`src/hdl/fuse_config_loader_regs.svh`:
```
// register indices, field positions and constants of the fuse configuration loader
//
// Function
// - at reset copy fuse watchdog bits 7:4 into the watchdog window field
// - at reset copy fuse watchdog bits 3:0 into the watchdog period field
// - at reset copy brown-out bits 7:5 into the threshold field, eight ascending levels
// - at reset copy brown-out sample-rate bit: zero 1kHz, one 125Hz
// - at reset load active/idle brown-out mode bits 3:2, four codes
// - at reset load sleep brown-out mode bits 1:0, code three reserved
// - at reset copy oscillator lock bit 7 into calibration lock bit
// - frequency select picks 16MHz or 20MHz and matching factory calibration values
// - at start-up copy each timer fault fuse bit into timer fault control
// - timer compare settings reload only after power-on reset, else stay untouched
// - compare enable bits 7:4 enable each compare output on its pin
// - compare default bits 3:0 set level after reset and on debug entry while the fault detect flag is set
// - boot check disable bit 7 zero runs boot CRC before reset release
// - app check disable bit 6 zero runs application CRC before reset release
// - targets written at end of start-up; fuse changes act only after reset
// - reset pin function field selects general I/O, external reset or programming
// - eeprom preserve keeps EEPROM on chip erase unless device is locked
`ifndef FUSE_CONFIG_LOADER_REGS_SVH
`define FUSE_CONFIG_LOADER_REGS_SVH

// register indices, byte address is four times the index
`define IDX_WATCHDOG      4'h0
`define IDX_BROWNOUT      4'h1
`define IDX_OSCILLATOR    4'h2
`define IDX_TIMER_FAULT   4'h4
`define IDX_SYSTEM_CFG0   4'h5
`define IDX_SYSTEM_CFG1   4'h6
`define IDX_APP_END       4'h7
`define IDX_BOOT_END      4'h8
`define IDX_DEVICE_LOCK   4'ha
`define IDX_FIRST_FUSE    4'h0
`define IDX_LAST_FUSE     4'ha
`define IDX_LOADER_STATUS 4'hb
`define IDX_ERASE_CONTROL 4'hc

// apb address fields
`define APB_IDX  5:2
`define APB_TOP  7:6
`define APB_LANE 1:0

// fuse field positions
`define WDT_WINDOW    7:4
`define WDT_PERIOD    3:0
`define BOD_LEVEL     7:5
`define BOD_SAMPLE    4
`define BOD_ACTIVE    3:2
`define BOD_SLEEP     1:0
`define OSC_LOCK      7
`define OSC_FREQ      1:0
`define TMR_ENABLE    7:4
`define TMR_LEVEL     3:0
`define CFG0_BOOT_DIS 7
`define CFG0_APP_DIS  6
`define CFG0_RST_PIN  3:2
`define CFG0_EE_SAVE  0

// codes
`define FREQ_16MHZ     2'h1
`define FREQ_20MHZ     2'h2
`define SLEEP_RESERVED 2'h3
`define LOCK_OPEN      8'hc5
`define ERASE_GO_BIT   0

// loader status bits
`define STAT_RELEASED  0
`define STAT_FAILED    1
`define STAT_POR       2
`define STAT_OSC16     3
`define STAT_FREQ_RSV  4
`define STAT_SLEEP_RSV 5
`define STAT_BOOT_CHK  6
`define STAT_APP_CHK   7

`endif

```
`src/hdl/fuse_config_pkg.sv`:
```
// types of the fuse configuration loader
package fuse_config_pkg;

  typedef enum logic [7:0] {
    ST_HOLD  = 8'h01,
    ST_READ  = 8'h02,
    ST_CAPT  = 8'h04,
    ST_APPLY = 8'h08,
    ST_CHECK = 8'h10,
    ST_WAIT  = 8'h20,
    ST_RUN   = 8'h40,
    ST_FAIL  = 8'h80
  } phase_t;

  typedef struct packed {
    logic [3:0] window;
    logic [3:0] period;
  } watchdog_ctrl_t;

  typedef struct packed {
    logic [2:0] threshold;
    logic       sample_rate;
    logic [1:0] active_mode;
    logic [1:0] sleep_mode;
  } brownout_ctrl_t;

  typedef struct packed {
    logic       run_16mhz;
    logic [7:0] trim;
    logic       lock;
    logic [3:0] temp_trim;
  } osc_ctrl_t;

  typedef struct packed {
    logic [3:0] output_enable;
    logic [3:0] default_level;
  } timer_fault_t;

  typedef struct packed {
    logic [1:0] reset_pin_function;
    logic       eeprom_preserve;
    logic       boot_check_disable;
    logic       app_check_disable;
  } sys_ctrl_t;

  typedef struct packed {
    logic [7:0] trim16;
    logic [3:0] temp16;
    logic [7:0] trim20;
    logic [3:0] temp20;
  } factory_cal_t;

endpackage

```
`src/hdl/fuse_config_loader.sv`:
```
// fuse configuration loader with apb read-back
`timescale 1ns/1ns
`include "fuse_config_loader_regs.svh"

module fuse_config_loader
  import fuse_config_pkg::*;
(
  // clock and reset
  input  wire logic           clk,
  input  wire logic           sys_rst,
  input  wire logic           power_on_reset,
  // apb slave
  input  wire logic           psel,
  input  wire logic           penable,
  input  wire logic           pwrite,
  input  wire logic [7:0]     paddr,
  input  wire logic [31:0]    pwdata,
  output logic      [31:0]    prdata,
  output logic                pready,
  output logic                pslverr,
  // fuse storage
  output logic                fuse_rd_en,
  output logic      [3:0]     fuse_rd_addr,
  input  wire logic [7:0]     fuse_rd_data,
  input  wire factory_cal_t   factory_cal,
  // crc unit
  output logic                crc_boot_req,
  output logic                crc_app_req,
  input  wire logic           crc_done,
  input  wire logic           crc_ok,
  // targets
  output watchdog_ctrl_t      watchdog_control_a,
  output brownout_ctrl_t      brownout_control,
  output osc_ctrl_t           osc_calibration,
  output timer_fault_t        timer_fault_control,
  output sys_ctrl_t           system_control,
  output logic                reset_released,
  // debug and erase
  input  wire logic           debug_entry,
  input  wire logic           fault_detect_flag,
  output logic                compare_force,
  output logic                flash_erase,
  output logic                eeprom_erase
);

  typedef struct packed {
    phase_t                     phase;
    logic [3:0]                 idx;
    logic [10:0][7:0]           fuse;
    watchdog_ctrl_t             wdt;
    brownout_ctrl_t             bod;
    osc_ctrl_t                  osc;
    timer_fault_t               tmr;
    sys_ctrl_t                  sys;
    logic                       por_seen;
    logic                       released;
    logic                       failed;
    logic                       boot_chk;
    logic                       app_chk;
    logic                       boot_req;
    logic                       app_req;
    logic                       rd_en;
    logic [3:0]                 rd_addr;
    logic                       ready;
    logic                       slverr;
    logic [31:0]                rdata;
    logic                       force_cmp;
    logic                       erase_flash;
    logic                       erase_eeprom;
  } loader_t;

  loader_t    st_reg;
  loader_t    st_next;
  logic [3:0] bus_idx;
  logic       bus_hit;
  logic [7:0] status_byte;
  logic       locked;
  logic [7:0] wdt_f;
  logic [7:0] bod_f;
  logic [7:0] osc_f;
  logic [7:0] tmr_f;
  logic [7:0] cfg0_f;

  ////////////////////////////////////////////////////////////////////////////
  // decode helpers

  assign bus_idx = paddr[`APB_IDX];
  assign bus_hit = (paddr[`APB_TOP] == 2'h0) && (paddr[`APB_LANE] == 2'h0)
                   && (bus_idx <= `IDX_ERASE_CONTROL);
  assign locked  = st_reg.fuse[`IDX_DEVICE_LOCK] != `LOCK_OPEN;
  assign wdt_f   = st_reg.fuse[`IDX_WATCHDOG];
  assign bod_f   = st_reg.fuse[`IDX_BROWNOUT];
  assign osc_f   = st_reg.fuse[`IDX_OSCILLATOR];
  assign tmr_f   = st_reg.fuse[`IDX_TIMER_FAULT];
  assign cfg0_f  = st_reg.fuse[`IDX_SYSTEM_CFG0];

  always_comb begin
    status_byte                  = 8'h00;
    status_byte[`STAT_RELEASED]  = st_reg.released;
    status_byte[`STAT_FAILED]    = st_reg.failed;
    status_byte[`STAT_POR]       = st_reg.por_seen;
    status_byte[`STAT_OSC16]     = st_reg.osc.run_16mhz;
    status_byte[`STAT_FREQ_RSV]  = (osc_f[`OSC_FREQ] != `FREQ_16MHZ)
                                   && (osc_f[`OSC_FREQ] != `FREQ_20MHZ);
    status_byte[`STAT_SLEEP_RSV] = st_reg.bod.sleep_mode == `SLEEP_RESERVED;
    status_byte[`STAT_BOOT_CHK]  = st_reg.boot_chk;
    status_byte[`STAT_APP_CHK]   = st_reg.app_chk;
  end

  ////////////////////////////////////////////////////////////////////////////
  // next state

  always_comb begin
    st_next              = st_reg;
    st_next.rd_en        = 1'b0;
    st_next.ready        = 1'b0;
    st_next.slverr       = 1'b0;
    st_next.rdata        = 32'h0000_0000;
    st_next.force_cmp    = 1'b0;
    st_next.erase_flash  = 1'b0;
    st_next.erase_eeprom = 1'b0;

    case (st_reg.phase)
      ST_HOLD: begin
        st_next.idx   = `IDX_FIRST_FUSE;
        st_next.phase = ST_READ;
      end
      ST_READ: begin
        st_next.rd_en   = 1'b1;
        st_next.rd_addr = st_reg.idx;
        st_next.phase   = ST_CAPT;
      end
      ST_CAPT: begin
        st_next.fuse[st_reg.idx] = fuse_rd_data;
        if (st_reg.idx == `IDX_LAST_FUSE) begin
          st_next.phase = ST_APPLY;
        end else begin
          st_next.idx   = st_reg.idx + 4'h1;
          st_next.phase = ST_READ;
        end
      end
      ST_APPLY: begin
        // targets take the fuse image only here, once per reset
        st_next.wdt.window       = wdt_f[`WDT_WINDOW];
        st_next.wdt.period       = wdt_f[`WDT_PERIOD];
        st_next.bod.threshold    = bod_f[`BOD_LEVEL];
        st_next.bod.sample_rate  = bod_f[`BOD_SAMPLE];
        st_next.bod.active_mode  = bod_f[`BOD_ACTIVE];
        st_next.bod.sleep_mode   = bod_f[`BOD_SLEEP];
        st_next.osc.lock         = osc_f[`OSC_LOCK];
        if (osc_f[`OSC_FREQ] == `FREQ_16MHZ) begin
          st_next.osc.run_16mhz = 1'b1;
          st_next.osc.trim      = factory_cal.trim16;
          st_next.osc.temp_trim = factory_cal.temp16;
        end else begin
          st_next.osc.run_16mhz = 1'b0;
          st_next.osc.trim      = factory_cal.trim20;
          st_next.osc.temp_trim = factory_cal.temp20;
        end
        if (st_reg.por_seen) begin
          st_next.tmr.output_enable = tmr_f[`TMR_ENABLE];
          st_next.tmr.default_level = tmr_f[`TMR_LEVEL];
        end
        st_next.sys.reset_pin_function = cfg0_f[`CFG0_RST_PIN];
        st_next.sys.eeprom_preserve    = cfg0_f[`CFG0_EE_SAVE];
        st_next.sys.boot_check_disable = cfg0_f[`CFG0_BOOT_DIS];
        st_next.sys.app_check_disable  = cfg0_f[`CFG0_APP_DIS];
        st_next.phase                  = ST_CHECK;
      end
      ST_CHECK: begin
        st_next.boot_req = !st_reg.sys.boot_check_disable;
        st_next.app_req  = !st_reg.sys.app_check_disable;
        st_next.boot_chk = !st_reg.sys.boot_check_disable;
        st_next.app_chk  = !st_reg.sys.app_check_disable;
        if (st_reg.sys.boot_check_disable && st_reg.sys.app_check_disable) begin
          st_next.released = 1'b1;
          st_next.phase    = ST_RUN;
        end else begin
          st_next.phase = ST_WAIT;
        end
      end
      ST_WAIT: begin
        // reset stays held until the crc unit reports
        if (crc_done) begin
          st_next.boot_req = 1'b0;
          st_next.app_req  = 1'b0;
          if (crc_ok) begin
            st_next.released = 1'b1;
            st_next.phase    = ST_RUN;
          end else begin
            st_next.failed = 1'b1;
            st_next.phase  = ST_FAIL;
          end
        end
      end
      ST_RUN: begin
        st_next.force_cmp = debug_entry && fault_detect_flag;
      end
      ST_FAIL: begin
        st_next.phase = ST_FAIL;
      end
      default: begin
        st_next.phase = ST_HOLD;
      end
    endcase

    // apb: one wait state, answer one cycle after the access phase opens
    if (psel && penable && !st_reg.ready) begin
      st_next.ready  = 1'b1;
      st_next.slverr = !bus_hit;
      if (bus_hit && !pwrite) begin
        if (bus_idx <= `IDX_LAST_FUSE) begin
          st_next.rdata = {24'h00_0000, st_reg.fuse[bus_idx]};
        end else if (bus_idx == `IDX_LOADER_STATUS) begin
          st_next.rdata = {24'h00_0000, status_byte};
        end else begin
          st_next.rdata = 32'h0000_0000;
        end
      end
      if (bus_hit && pwrite && (bus_idx == `IDX_ERASE_CONTROL)
          && pwdata[`ERASE_GO_BIT] && (st_reg.phase == ST_RUN)) begin
        st_next.erase_flash  = 1'b1;
        st_next.erase_eeprom = !st_reg.sys.eeprom_preserve || locked;
      end
      // writes to fuse indices fall through with no effect
    end

    if (sys_rst) begin
      st_next          = '0;
      st_next.phase    = ST_HOLD;
      st_next.por_seen = power_on_reset;
      // timer fault settings survive any reset but power-on
      if (!power_on_reset) begin
        st_next.tmr = st_reg.tmr;
      end
    end
  end

  ////////////////////////////////////////////////////////////////////////////
  // state register

  always_ff @(posedge clk) begin
    st_reg <= st_next;
  end

  ////////////////////////////////////////////////////////////////////////////
  // outputs

  assign prdata              = st_reg.rdata;
  assign pready              = st_reg.ready;
  assign pslverr             = st_reg.slverr;
  assign fuse_rd_en          = st_reg.rd_en;
  assign fuse_rd_addr        = st_reg.rd_addr;
  assign crc_boot_req        = st_reg.boot_req;
  assign crc_app_req         = st_reg.app_req;
  assign watchdog_control_a  = st_reg.wdt;
  assign brownout_control    = st_reg.bod;
  assign osc_calibration     = st_reg.osc;
  assign timer_fault_control = st_reg.tmr;
  assign system_control      = st_reg.sys;
  assign reset_released      = st_reg.released;
  assign compare_force       = st_reg.force_cmp;
  assign flash_erase         = st_reg.erase_flash;
  assign eeprom_erase        = st_reg.erase_eeprom;

endmodule

```
`config.mk`:
```
export PLATFORM = sky130hd
export DESIGN_NAME = fuse_config_loader
export DESIGN_NICKNAME = d
export VERILOG_FILES = /design/src/hdl/fuse_config_pkg.sv /design/src/hdl/fuse_config_loader.sv
export VERILOG_INCLUDE_DIRS = /design/src /design/src/hdl
export SDC_FILE = /design/constraint.sdc
export NUM_CORES = 1
export LEC_CHECK = 0
export BUFFER_PORTS_ARGS = -buffer_cell sky130_fd_sc_hd__buf_2
export CORE_ASPECT_RATIO = 1.4
export CORE_MARGIN = 2
export CORE_UTILIZATION = 49
export DETAILED_ROUTE_END_ITERATION = 12
export PLACE_DENSITY = 0.73
export SLEW_MARGIN = 20
export SYNTH_ARGS = -nofsm -noshare
export SYNTH_HDL_FRONTEND = slang
export SYNTH_SLANG_ARGS = --single-unit
```
`constraint.sdc`:
```
create_clock -name clk -period 2.33 [get_ports clk]
set_input_delay 0.1165 -clock clk [delete_from_list [all_inputs] [get_ports clk]]
set_output_delay 0.1165 -clock clk [all_outputs]
set_load 0.005 [all_outputs]
```
==> reports/metrics.yaml <==
grt:
  grt_max_degree: 64
  grt_pass1_wl_mm: 29.06
  antenna_found_initial: 0
  grt_overflow: 0
  grt_pass1_vias: 5441
  grt_usage_pct: 21.35
cells_and_area:
  layout-drive-gt1-share_pct: 24.15
  nFillCells: 1376
  finalNetCount: 931
  area_growth_pct: 10.47
  final_common_cell: "dfxtp_1"
  diodes: 0
  finalCoreUtilization_pct: 55.49
  layout_common_cells: "159 x dfxtp_1, 122 x nor2_1, 114 x mux2i_1"
  largest_reg_flops: 64
logic_synthesis:
  ys_types: 56
  ys_ff_latch: 168
  synthesis.area_um2: 7874
  ys_top_cells_by_area: "dfxtp_1 40%, mux2i_1 14%, buf_4 7.9%"
  synth_flop_cell: "dfxtp_1"
  syn_area_per_cell_um2: 9.830
  synth_top_area_share_pct: 40.43
  synth_edf_count: 9
  yosys_warnings: 0
  async_flop_share_pct: 0
  ys_seq_area_share_pct: 43.86
  synth_cells: 801
  yosys.area.top_type: "dfxtp_1"
sta:
  skew_ns: 0.01330
  hold_viol: 0
  max_freq_mhz: 485.2
  slew_viol_final: 0
  post-route-period-util_pct: 88.45
  timing.final.ws_setup_ns: 0.2690
  rsz0062_at_grt: "false"
  setup_tns_ns: 0
  setup_violations: 0
  min_period_ns: 2.061
  relSlewSlack_pct: 55.27
  tightest_slew_ns: 0.6709
clock_tree:
  clk_pin_slew_ns: 0.07
  cts_buffers: 17
  cts_buffer_depth: 2
  clock_latency_ns: 0.43
  htreeDepth: 4
  cts_root_buffer: "clkbuf_16"
  cts_tree: "done"
  cts.sinks: 168
  cts_setup_buffers: 0
pwr:
  total_power_uw: 5971
  p_per_area_nw_per_um2: 686.4
  leakagePower_uw: 0.004033
  peakVddDrop_mv: 0.4064
worst_setup_path:
  max_stage_delay_ns: 0.55
  crit_type: "register to register"
  r2r-end: "timer_fault_control[0]"
  start_kind: "register"
  arrival_ns: 2.35
  worst-r2r-setup-slack_ns: 0.27
  crit_chain: "or4_4 > or4_1 > buf_4 > nor2_8 > and2_1"
  critPathSlowestCell: "or4_4"
  cp_max_fo: 24
  crit_required_ns: 2.62
  crit_path_end_kind: "register"
  reg2reg_depth: 5
  r2r-start: "st_reg[188]"
floorplanning:
  io_pins: 170
  die_y_um: 154.0
  num_rows: 54
  dieArea_um2: 17110
  die_w_um: 111.1
  core_area_um2: 15680
  initial_utilization_pct: 50.23
placed_design:
  hpwl_mm: 12.65
  place_congestion: 0.8424
  place_worst_setup_slack_ns: 0.3054
  portBuffers: 114
worst_hold_path:
  min_path_type: "primary input to register"
  hold_start: "factory_cal[6]"
  whs_path_depth: 3
  whs_endpoint: "osc_calibration[7]"
detailed_routing:
  vias: 5665
  drt_iter0_drc: 321
  wl_per_cell_um: 17.09
  drc: 0
  drt_wl_total_mm: 18.00
  avgViaCountPerCell: 5.380
  drt_pass1_iterations: 4
  ant_nets: 0
run:
  cap_violations: 0
status:
  outcome: "finished, final reports clean"
[power by group]
| group | switching (µW) | leakage [µW] | total [µW] | internal [µW] |
|---|---|---|---|---|
| clock | 1290 | 0.000283 | 2720 | 1430 |
| combinational | 203 | 0.00238 | 324 | 122 |
| sequential | 16.1 | 0.00137 | 2930 | 2910 |
[worst max-delay path by stage]
stage,startpoint,slack (ns),endpoint
2_1_floorplan,st_reg[189],0.11,timer_fault_control[0]
3_3_place_gp,st_reg[188],0.32,timer_fault_control[4]
3_5_place_dp,st_reg[188],0.31,timer_fault_control[3]
4_1_cts,st_reg[188],0.27,timer_fault_control[0]
5_1_grt,st_reg[186],0.09,st_reg[171]
6_report,st_reg[188],0.27,timer_fault_control[0]
[worst max-delay path: cells and delay by family (launching register included)]
kind                   cells  cell delay [ns]
buffers and inverters      1             0.24
flip-flops                 1             0.39
AND/OR/NAND/NOR            4             1.28
[cell usage after synthesis, drive strengths merged (2+ instances only)]
master / instances
a211oi: 14
a21oi: 36
a2bb2oi: 2
a31oi: 8
and2: 10
and3: 6
and3b: 5
buf: 101
clkbuf: 35
dfxtp: 159
edfxtp: 9
ha: 5
inv: 8
mux2: 6
mux2i: 114
mux4: 17
nand2: 67
nand2b: 3
nand3: 6
nand3b: 2
nand4: 13
nand4b: 2
nor2: 124
nor2b: 4
nor3: 3
nor4: 5
nor4b: 2
o211ai: 4
o21ai: 4
o221ai: 7
or2: 3
or4: 3
xnor2: 2
[per-stage QoR]
step / hold WS (ns) / instances / area [µm²]
2_1_floorplan: 0.2154 / 824 / 7960
3_3_place_gp: 0.3090 / 1018 / 8088
3_5_place_dp: 0.3085 / 1018 / 8088
4_1_cts: 0.01584 / 1053 / 8698
5_1_grt: 0.02063 / 1053 / 8698
6_report: 0.02161 / 1053 / 8698
[timing repair]
item / 4_1_cts / 5_1_grt
endpoints found under the hold margin: 2 / 0
gates resized for setup: 0 / 0
hold buffers: 3 / 0
[cell type report]
class / instances / area (µm²) / area share (%)
Tap cell: 196 / 245.2 / 2.819
Sequential cell: 168 / 3453 / 39.70
Clock buffer: 17 / 425.4 / 4.891
Inverter: 8 / 30.03 / 0.3452
Timing Repair Buffer: 137 / 765.7 / 8.803
Multi-Input combinational cell: 512 / 3623 / 41.66
Clock inverter: 15 / 155.1 / 1.784
[routing by layer]
layer | part of all wire (%) | vias up | GRT usage (%)
li1 | - | 2759 | -
met1 | 41 | 2710 | 25.87
met2 | 51 | 169 | 36.84
met3 | 4.7 | 27 | 4.060
met4 | 3.0 | 0 | 9.700
met5 | 0 | - | 0
[cells by family after synthesis]
logic type,count (synthesis),synth area share [%]
AO/OA/AOI/OAI,81,6.627
adder cells (fa/ha/maj),5,0.7945
multiplexers,137,20.21
AND/OR/NAND/NOR,262,16.80
buffers and inverters,144,11.33
other,1,0.04763
XOR/XNOR,3,0.3338
flip-flops,168,43.86
No activity file was read; power rests on OpenSTA's default activity.
